===== src/pkg/bosr_defs.svh =====
`ifndef BOSR_DEFS_SVH
`define BOSR_DEFS_SVH

// Register addresses in I/O space
`define BOSR_ADDR_SLOT_CTL   16'h0096
`define BOSR_ADDR_PRESENCE   16'h0103
`define BOSR_ADDR_SPEED      16'h0104
`define BOSR_ADDR_OPT_LO     16'h0100
`define BOSR_ADDR_OPT_HI     16'h0107

// Fields of slot_setup_control
`define BOSR_CTL_RESET_BIT   7
`define BOSR_CTL_ENABLE_BIT  3
`define BOSR_CTL_SEL_HI      2
`define BOSR_CTL_SEL_LO      0
`define BOSR_CTL_RSVD_ONES   8'h70
`define BOSR_CTL_RESET_VAL   8'h00

// Fields of the presence register
`define BOSR_PRS_C2_TYPEB    6
`define BOSR_PRS_C1_TYPEB    5
`define BOSR_PRS_SERVICE     4
`define BOSR_PRS_C2_TYPEA    3
`define BOSR_PRS_C2_PRES     2
`define BOSR_PRS_C1_TYPEA    1
`define BOSR_PRS_C1_PRES     0
`define BOSR_PRS_V3_C1_PRES  2
`define BOSR_PRS_V3_C2_PRES  0

// Fields of the speed and option register
`define BOSR_SPD_C2_FAST     5
`define BOSR_SPD_C1_FAST     4
`define BOSR_SPD_CID_HI      3
`define BOSR_SPD_CID_LO      2
`define BOSR_SPD_WIN_OFF     0

`endif


===== src/pkg/bosr_pkg.sv =====
package bosr_pkg;

   // Board variants that choose the presence register layout
   typedef enum logic [1:0] {
      BOSR_VAR_1 = 2'h1,
      BOSR_VAR_2 = 2'h2,
      BOSR_VAR_3 = 2'h3
   } bosr_variant_t;

   // Kind of register an I/O address decodes to
   typedef enum logic [1:0] {
      BOSR_HIT_NONE  = 2'h0,
      BOSR_HIT_CTL   = 2'h1,
      BOSR_HIT_PRS   = 2'h3,
      BOSR_HIT_SPD   = 2'h2
   } bosr_hit_t;

endpackage


===== src/hw/bosr_regs.sv =====
`timescale 1ns/1ps
`include "bosr_defs.svh"

// What this block does
// - Presence register is read-only and answers only in board setup mode.
// - Variant 1: bits 3,2 give connector 2; 00 is 1MB, 11 empty.
// - Variant 1: bits 1,0 give connector 1 with the same coding.
// - Variant 2: bit 3 size strap, bit 2 presence strap of connector 2.
// - Variant 2: bits 1,0 give connector 1; 10 is 2MB, 11 invalid.
// - Variant 3: bits 6,3 type code of connector 2; 01 is 4MB.
// - Variant 3: bits 5,1 type code of connector 1; 01 is 4MB.
// - Variant 3: bit 4 reads 0 when the service pin is grounded.
// - Variant 3: bit 2 is connector 1 presence, 0 when fitted.
// - Variant 3: bit 0 is connector 2 presence, 0 when fitted.
// - Variant 3 second register: bits 5,4 speed, 0 for 80 ns cards.
// - Variant 3 second register: bits 3,2 pass the cache card id lines.
// - Second register bit 0 set disables the 4KB RAM window at E0000.
// - Control bit 7 drives channel reset to all connectors while set.
// - Control bit 3 enables the connector select chosen by bits 2-0.
// - Select field values 0-7 address connectors 1-8, one line each.
// - Selected adapter answers option cycles at 0100-0107.
// - Connector select follows I/O cycles at 0100-0107 one clock later, and only those.
// - Control reads return stored bits with bits 6,5,4 as 1.
module bosr_regs #(
   parameter int                    ADDR_W        = 16,
   parameter int                    SEL_W         = 3,
   parameter bosr_pkg::bosr_variant_t BOARD_VARIANT = bosr_pkg::BOSR_VAR_3
) (
   // Clock, reset, enable
   input  wire logic                mclk,
   input  wire logic                rst,
   input  wire logic                ce,
   // I/O cycle port
   input  wire logic                io_active,
   input  wire logic                io_strobe,
   input  wire logic                io_write,
   input  wire logic [ADDR_W-1:0]   io_addr,
   input  wire logic [7:0]          io_wdata,
   output logic      [7:0]          io_rdata,
   output logic                     io_rvalid,
   // Board setup mode from the board enable logic
   input  wire logic                sys_setup,
   // Memory connector straps
   input  wire logic [1:0]          type_strap_a,
   input  wire logic [1:0]          type_strap_b,
   input  wire logic [1:0]          mem_present_n,
   input  wire logic                service_override_n,
   input  wire logic                slot1_fast_mem_n,
   input  wire logic                slot2_fast_mem_n,
   input  wire logic [1:0]          cache_card_id,
   input  wire logic                ram_window_strap,
   // Board side control
   output logic                     ram_window_off,
   // Expansion connector lines
   output logic                     chan_reset,
   output logic [(1<<SEL_W)-1:0]    slot_config_select_n
);

   localparam int NSLOT = 1 << SEL_W;

   // Address compare used by every register decode
   function automatic logic addr_is(input logic [ADDR_W-1:0] a,
                                    input logic [15:0] off);
      addr_is = (a == ADDR_W'(off));
   endfunction

   // Option register window of the selected adapter
   function automatic logic addr_in_opt(input logic [ADDR_W-1:0] a);
      addr_in_opt = (a >= ADDR_W'(`BOSR_ADDR_OPT_LO)) &&
                    (a <= ADDR_W'(`BOSR_ADDR_OPT_HI));
   endfunction

   // Stored control bits
   logic       ctl_reset;
   logic       ctl_enable;
   logic [SEL_W-1:0] ctl_sel;

   // Address decode
   wire logic hit_ctl = addr_is(io_addr, `BOSR_ADDR_SLOT_CTL);
   wire logic hit_prs = addr_is(io_addr, `BOSR_ADDR_PRESENCE)
                        && sys_setup;
   wire logic hit_spd = addr_is(io_addr, `BOSR_ADDR_SPEED) && sys_setup
                        && (BOARD_VARIANT == bosr_pkg::BOSR_VAR_3);

   wire bosr_pkg::bosr_hit_t hit_kind =
      hit_ctl ? bosr_pkg::BOSR_HIT_CTL :
      hit_prs ? bosr_pkg::BOSR_HIT_PRS :
      hit_spd ? bosr_pkg::BOSR_HIT_SPD : bosr_pkg::BOSR_HIT_NONE;

   wire logic rd_take = io_strobe && !io_write
                        && (hit_kind != bosr_pkg::BOSR_HIT_NONE);
   wire logic wr_ctl  = io_strobe && io_write && hit_ctl;

   // Presence layouts of the first two variants share positions
   logic [7:0] prs_v12;
   always_comb begin
      prs_v12 = 8'h00;
      prs_v12[`BOSR_PRS_C2_TYPEA] = type_strap_a[1];
      prs_v12[`BOSR_PRS_C2_PRES]  = mem_present_n[1];
      prs_v12[`BOSR_PRS_C1_TYPEA] = type_strap_a[0];
      prs_v12[`BOSR_PRS_C1_PRES]  = mem_present_n[0];
   end

   // Presence layout of the third variant
   logic [7:0] prs_v3;
   always_comb begin
      prs_v3 = 8'h00;
      prs_v3[`BOSR_PRS_C2_TYPEB]   = type_strap_b[1];
      prs_v3[`BOSR_PRS_C2_TYPEA]   = type_strap_a[1];
      prs_v3[`BOSR_PRS_C1_TYPEB]   = type_strap_b[0];
      prs_v3[`BOSR_PRS_C1_TYPEA]   = type_strap_a[0];
      prs_v3[`BOSR_PRS_SERVICE]    = service_override_n;
      prs_v3[`BOSR_PRS_V3_C1_PRES] = mem_present_n[0];
      prs_v3[`BOSR_PRS_V3_C2_PRES] = mem_present_n[1];
   end

   // Speed and option register of the third variant
   logic [7:0] spd_v3;
   always_comb begin
      spd_v3 = 8'h00;
      spd_v3[`BOSR_SPD_C2_FAST] = slot2_fast_mem_n;
      spd_v3[`BOSR_SPD_C1_FAST] = slot1_fast_mem_n;
      spd_v3[`BOSR_SPD_CID_HI]  = cache_card_id[1];
      spd_v3[`BOSR_SPD_CID_LO]  = cache_card_id[0];
      spd_v3[`BOSR_SPD_WIN_OFF] = ram_window_strap;
   end

   // Control readback with the reserved bits forced high
   logic [7:0] ctl_read;
   always_comb begin
      ctl_read = `BOSR_CTL_RSVD_ONES;
      ctl_read[`BOSR_CTL_RESET_BIT]  = ctl_reset;
      ctl_read[`BOSR_CTL_ENABLE_BIT] = ctl_enable;
      ctl_read[`BOSR_CTL_SEL_HI:`BOSR_CTL_SEL_LO] = ctl_sel;
   end

   // Read data selection
   wire logic [7:0] prs_read =
      (BOARD_VARIANT == bosr_pkg::BOSR_VAR_3) ? prs_v3 : prs_v12;
   logic [7:0] next_rdata;
   always_comb begin
      case (hit_kind)
         bosr_pkg::BOSR_HIT_CTL: next_rdata = ctl_read;
         bosr_pkg::BOSR_HIT_PRS: next_rdata = prs_read;
         bosr_pkg::BOSR_HIT_SPD: next_rdata = spd_v3;
         default:                next_rdata = 8'h00;
      endcase
   end

   // Connector select: only inside an option cycle with enable set
   wire logic sel_win = io_active && addr_in_opt(io_addr)
                        && ctl_enable;
   logic [NSLOT-1:0] next_select_n;
   genvar gi;
   generate
      for (gi = 0; gi < NSLOT; gi++) begin : g_slot
         assign next_select_n[gi] =
            !(sel_win && (ctl_sel == SEL_W'(gi)));
      end
   endgenerate

   // Window disable applies only where the option register exists
   wire logic next_win_off = (BOARD_VARIANT == bosr_pkg::BOSR_VAR_3)
                             && ram_window_strap;

   // Control register writes
   always_ff @(posedge mclk or posedge rst) begin
      if (rst) begin
         ctl_reset  <= 1'(`BOSR_CTL_RESET_VAL >> `BOSR_CTL_RESET_BIT);
         ctl_enable <= 1'b0;
         ctl_sel    <= '0;
      end else if (ce && wr_ctl) begin
         ctl_reset  <= io_wdata[`BOSR_CTL_RESET_BIT];
         ctl_enable <= io_wdata[`BOSR_CTL_ENABLE_BIT];
         ctl_sel    <= io_wdata[`BOSR_CTL_SEL_HI:`BOSR_CTL_SEL_LO];
      end
   end

   // Read answer, one cycle after the strobe
   always_ff @(posedge mclk or posedge rst) begin
      if (rst) begin
         io_rdata  <= 8'h00;
         io_rvalid <= 1'b0;
      end else if (ce) begin
         io_rvalid <= rd_take;
         io_rdata  <= rd_take ? next_rdata : 8'h00;
      end
   end

   // Registered connector and board outputs
   always_ff @(posedge mclk or posedge rst) begin
      if (rst) begin
         chan_reset           <= 1'b0;
         slot_config_select_n <= '1;
         ram_window_off       <= 1'b0;
      end else if (ce) begin
         chan_reset           <= ctl_reset;
         slot_config_select_n <= next_select_n;
         ram_window_off       <= next_win_off;
      end
   end

   // Helper state for the checks below
   logic ce_q;
   always_ff @(posedge mclk or posedge rst) begin
      if (rst) begin
         ce_q <= 1'b0;
      end else begin
         ce_q <= ce;
      end
   end
endmodule // bosr_regs


===== config.mk =====
export PLATFORM = sky130hd
export DESIGN_NAME = bosr_regs
export DESIGN_NICKNAME = d
export VERILOG_FILES = /design/src/pkg/bosr_pkg.sv /design/src/hw/bosr_regs.sv
export VERILOG_INCLUDE_DIRS = /design/src /design/src/pkg
export SDC_FILE = /design/constraint.sdc
export NUM_CORES = 1
export LEC_CHECK = 0
export ABC_CLOCK_PERIOD_IN_PS = 1100
export CAP_MARGIN = 20
export CORE_AREA = 10 10 66 68
export DETAILED_ROUTE_END_ITERATION = 16
export DIE_AREA = 0 0 76 78
export DONT_BUFFER_PORTS = 1
export GPL_TIMING_DRIVEN = 0
export PLACE_DENSITY = 0.62
export SLEW_MARGIN = 10
export SYNTH_ARGS = -nofsm -noshare
export SYNTH_HDL_FRONTEND = slang
export SYNTH_SLANG_ARGS = --single-unit
export TNS_END_PERCENT = 30

===== constraint.sdc =====
create_clock -name mclk -period 1.1 [get_ports mclk]
set_input_delay 0.11 -clock mclk [delete_from_list [all_inputs] [get_ports mclk]]
set_output_delay 0.11 -clock mclk [all_outputs]
set_load 0.01 [all_outputs]

==> flow_summary_export.csv <==
group,metric,value,unit
global_route,groute.usage.overall,0.113,
timing,setup_ws,-0.200,ns
run_status,failed_checks,"negative setup slack",
timing,setup-tns-final,-1.75,ns
floorplan,coreArea,3180,sq um
floorplan,die_area,5930,sq um
timing,hold_viol,0,
run,drv_cap,0,
setup_path,worstPathArrival,1.50,ns
power_and_ir_drop,combPwrFrac,0.075,
timing,drv_slew,0,
power_and_ir_drop,p_per_area,1070,nW/um^2
floorplan,ios,62,
timing,holdWs,0.00946,ns
timing,fin_skew,0.000813,ns
finish,multi_input_area,642,sq um
logic_synthesis,synth.most_common_cell,"dfrtp_1",
routing,drt_iter0_markers,75,
logic_synthesis,ys_seq_elements,24,
floorplan,die_y,78,microns
routing,drc_errors,0,
finish,n_fill_cell,290,
timing,setup_violations,20,
power_and_ir_drop,p_leak,0.000597,uW
cts,clk_pin_slew_worst_paths,0.13,ns
global_route,first_global_vias,1059,
logic_synthesis,synth_edf_count,0,
logic_synthesis,yosys.area.top_type_share,0.333,
finish,utilization,0.486,
hold_path,hold_class,"primary input to register",
setup_path,critical_path_class,"primary input to register",
routing,wl,3.44,mm
logic_synthesis,synth_area,1200,sq um
cts,cts_tree,"yes",
power_and_ir_drop,p_clk_frac,0.384,
cts,clockBufferDepth,2,
setup_path,crit_required,1.30,ns
logic_synthesis,yosysWarnings,0,
finish,design_area,1550,sq um
power_and_ir_drop,swShare,0.205,
setup_path,cp_slowest_cell,"or4_4",
logic_synthesis,syn_inst,111,
floorplan,die_x,76,microns
setup_path,crit_fanout,4,
timing,fin_crit_sh,1.18,
logic_synthesis,seq_area_frac_synth,0.508,
logic_synthesis,synth_area_leader_cell,"dfrtp_1",
placement,dp_slack,-0.719,ns
routing,ant_nets,0,
timing,finalCriticalPeriod,1.30,ns
finish,drive_gt1_frac,0.310,
global_route,grt_max_degree,25,
setup_path,max_stage_delay,0.57,ns
routing,first_pass_iters,4,
power_and_ir_drop,internal_power,1310,uW
logic_synthesis,synthArstFlopShare,1.00,
placement,postPlaceCellArea,1300,sq um
finish,ff_latch_area,611,sq um
logic_synthesis,yosys_most_used_dff,"dfrtp_1",
power_and_ir_drop,p_sw,337,uW
timing,tightest_slew,0.615,ns
timing,fmax,769,MHz
setup_path,crit_path_frequent_cell,"or4_4",
timing,maxSlewHeadroom,0.589,
setup_path,path_cells,"or4_4 -> or4_4 -> a2111oi_4 -> a21oi_1",
routing,vias,975,
power_and_ir_drop,pwr-share-seq,0.541,
placement,dp_hpwl,2.71,mm
global_route,overflow,0,
finish,nets,173,
logic_synthesis,syn_nets,154,
floorplan,start_util,0.378,
cts,insertion_delay,0.31,ns
logic_synthesis,syn_area_per_cell,10.8,sq um
placement,portBuffers,0,
finish,antennaDiodeCount,0,
setup_path,critPathCaptureType,"register",
cts,cts_made_buffers,3,
global_route,antenna_found_initial,0,
cts,htreeDepth,1,
logic_synthesis,synthTopCellsByCount,"dfrtp_1 (16), nor2_1 (10), inv_1 (9), a21oi_1 (8), dfstp_2 (8)",
cts,cts_root_buf,"clkbuf_4",
global_route,grt_pass1_wl,5.45,mm
setup_path,start_kind,"primary input",
run_status,outcome,"complete, but fails checks",
power_and_ir_drop,ir_worst_vdd,0.491,mV
routing,routed_via_density,5.57,
routing,wl_per_cell,19.7,microns
finish,areaGrowthSynthToFinish,28.6,%
logic_synthesis,synth_area_leaders,"dfrtp_1 (33%), dfstp_2 (17%), mux2_2 (6.6%)",
placement,gp_congestion,0.818,
timing,grt_setup_unrepaired,"true",
floorplan,core.rowCount,21,
cts,clock-sinks,24,
logic_synthesis,synth_cell_types,35,
power groups by stage:
| stage | Combinational [uW] | Sequential, uW | Clock (uW) |
|---|---|---|---|
| after global routing | 138 | 893 | 693 |
| after floorplan | 69.0 | 907 | 0 |
| after global placement | 83.4 | 908 | 0 |
| final | 124 | 892 | 633 |
| after detailed placement | 87.1 | 907 | 0 |
| after CTS | 117 | 892 | 650 |
flip-flops by register name (all words and copies together) (netlist names):
| name | count |
|---|---|
| io_rdata | 8 |
| slot_config_select_n | 8 |
| ctl_sel | 3 |
| chan_reset | 1 |
| ctl_enable | 1 |
| ctl_reset | 1 |
| io_rvalid | 1 |
| ram_window_off | 1 |
final timing paths:
check                                         from                 endpoint  slack, ns  cells after the start
setup / recovery                       io_addr[14]              io_rdata[4]      -0.20                      4
hold / removal                            io_write              io_rdata[7]      0.009                      3
setup reg to reg                       io_rdata[5]              io_rdata[5]      -0.12                      4
hold reg to reg            slot_config_select_n[5]  slot_config_select_n[5]       0.53                      2
max in group asynchronous                      rst  slot_config_select_n[4]       0.48                      2
min in group asynchronous                      rst              io_rdata[2]       0.29                      2
placed cells by master (no fill, tap or decap), types with 2 or more instances in the layout:
cell,instances
a32oi_1,5
dfstp_2,8
nor2_1,9
mux2_2,6
o22ai_1,5
clkbuf_1,3
dlygate4sd3_1,9
clkbuf_4,3
nand2b_1,2
or4_4,2
and2_1,4
a31oi_1,2
nor4_4,2
o21ai_0,3
a22o_1,3
or3_4,2
a21oi_1,8
buf_6,2
a2111oi_4,2
dfrtp_1,16
inv_1,8
nor2b_1,2
buf_4,3
cell families (layout without fill, tap and decap cells):
logic type	after synthesis	in the layout	synth area share
buffers and inverters	12	30	0.0375
flip-flops	24	24	0.508
multiplexers	7	7	0.0656
AO/OA/AOI/OAI	31	31	0.170
AND/OR/NAND/NOR	37	37	0.220
final cells by class:
class | count | share of cell area
well taps | 46 | 0.0372
inverters | 9 | 0.0243
flip-flops and latches | 24 | 0.395
repair buffers | 14 | 0.0874
clock buffers | 3 | 0.0146
multi-input cells | 75 | 0.415
plain buffers | 3 | 0.00728
clock inverters | 1 | 0.0194
metrics by stage:
step / cells / total power, uW
floorplan: 111 / 976
global placement: 157 / 991
detailed placement: 157 / 994
CTS: 172 / 1660
global route: 175 / 1720
finish: 175 / 1650
critical path: cells and delay by family:
| kind | cells | cell delay [ns] |
|---|---|---|
| AND/OR/NAND/NOR | 2 | 1.11 |
| AO/OA/AOI/OAI | 2 | 0.27 |
layer usage:
metal / vias to the layer above / global-route usage / routed length [microns]
li1: 455 / - / -
met1: 487 / 0.116 / 1310
met2: 27 / 0.202 / 1860
met3: 6 / 0.0426 / 240
met4: 0 / 0.0436 / 29
met5: - / 0 / 0
timing repair:
item | 4_1_cts | 5_1_grt
hold endpoints to repair | 24 | 0
hold buffers | 9 | 0
buffers inserted | 2 | 3
endpoints found under the setup margin | 21 | 38
pin swaps | 3 | 5
gates resized for setup | 4 | 13
Power figures use the tool's default switching activity.
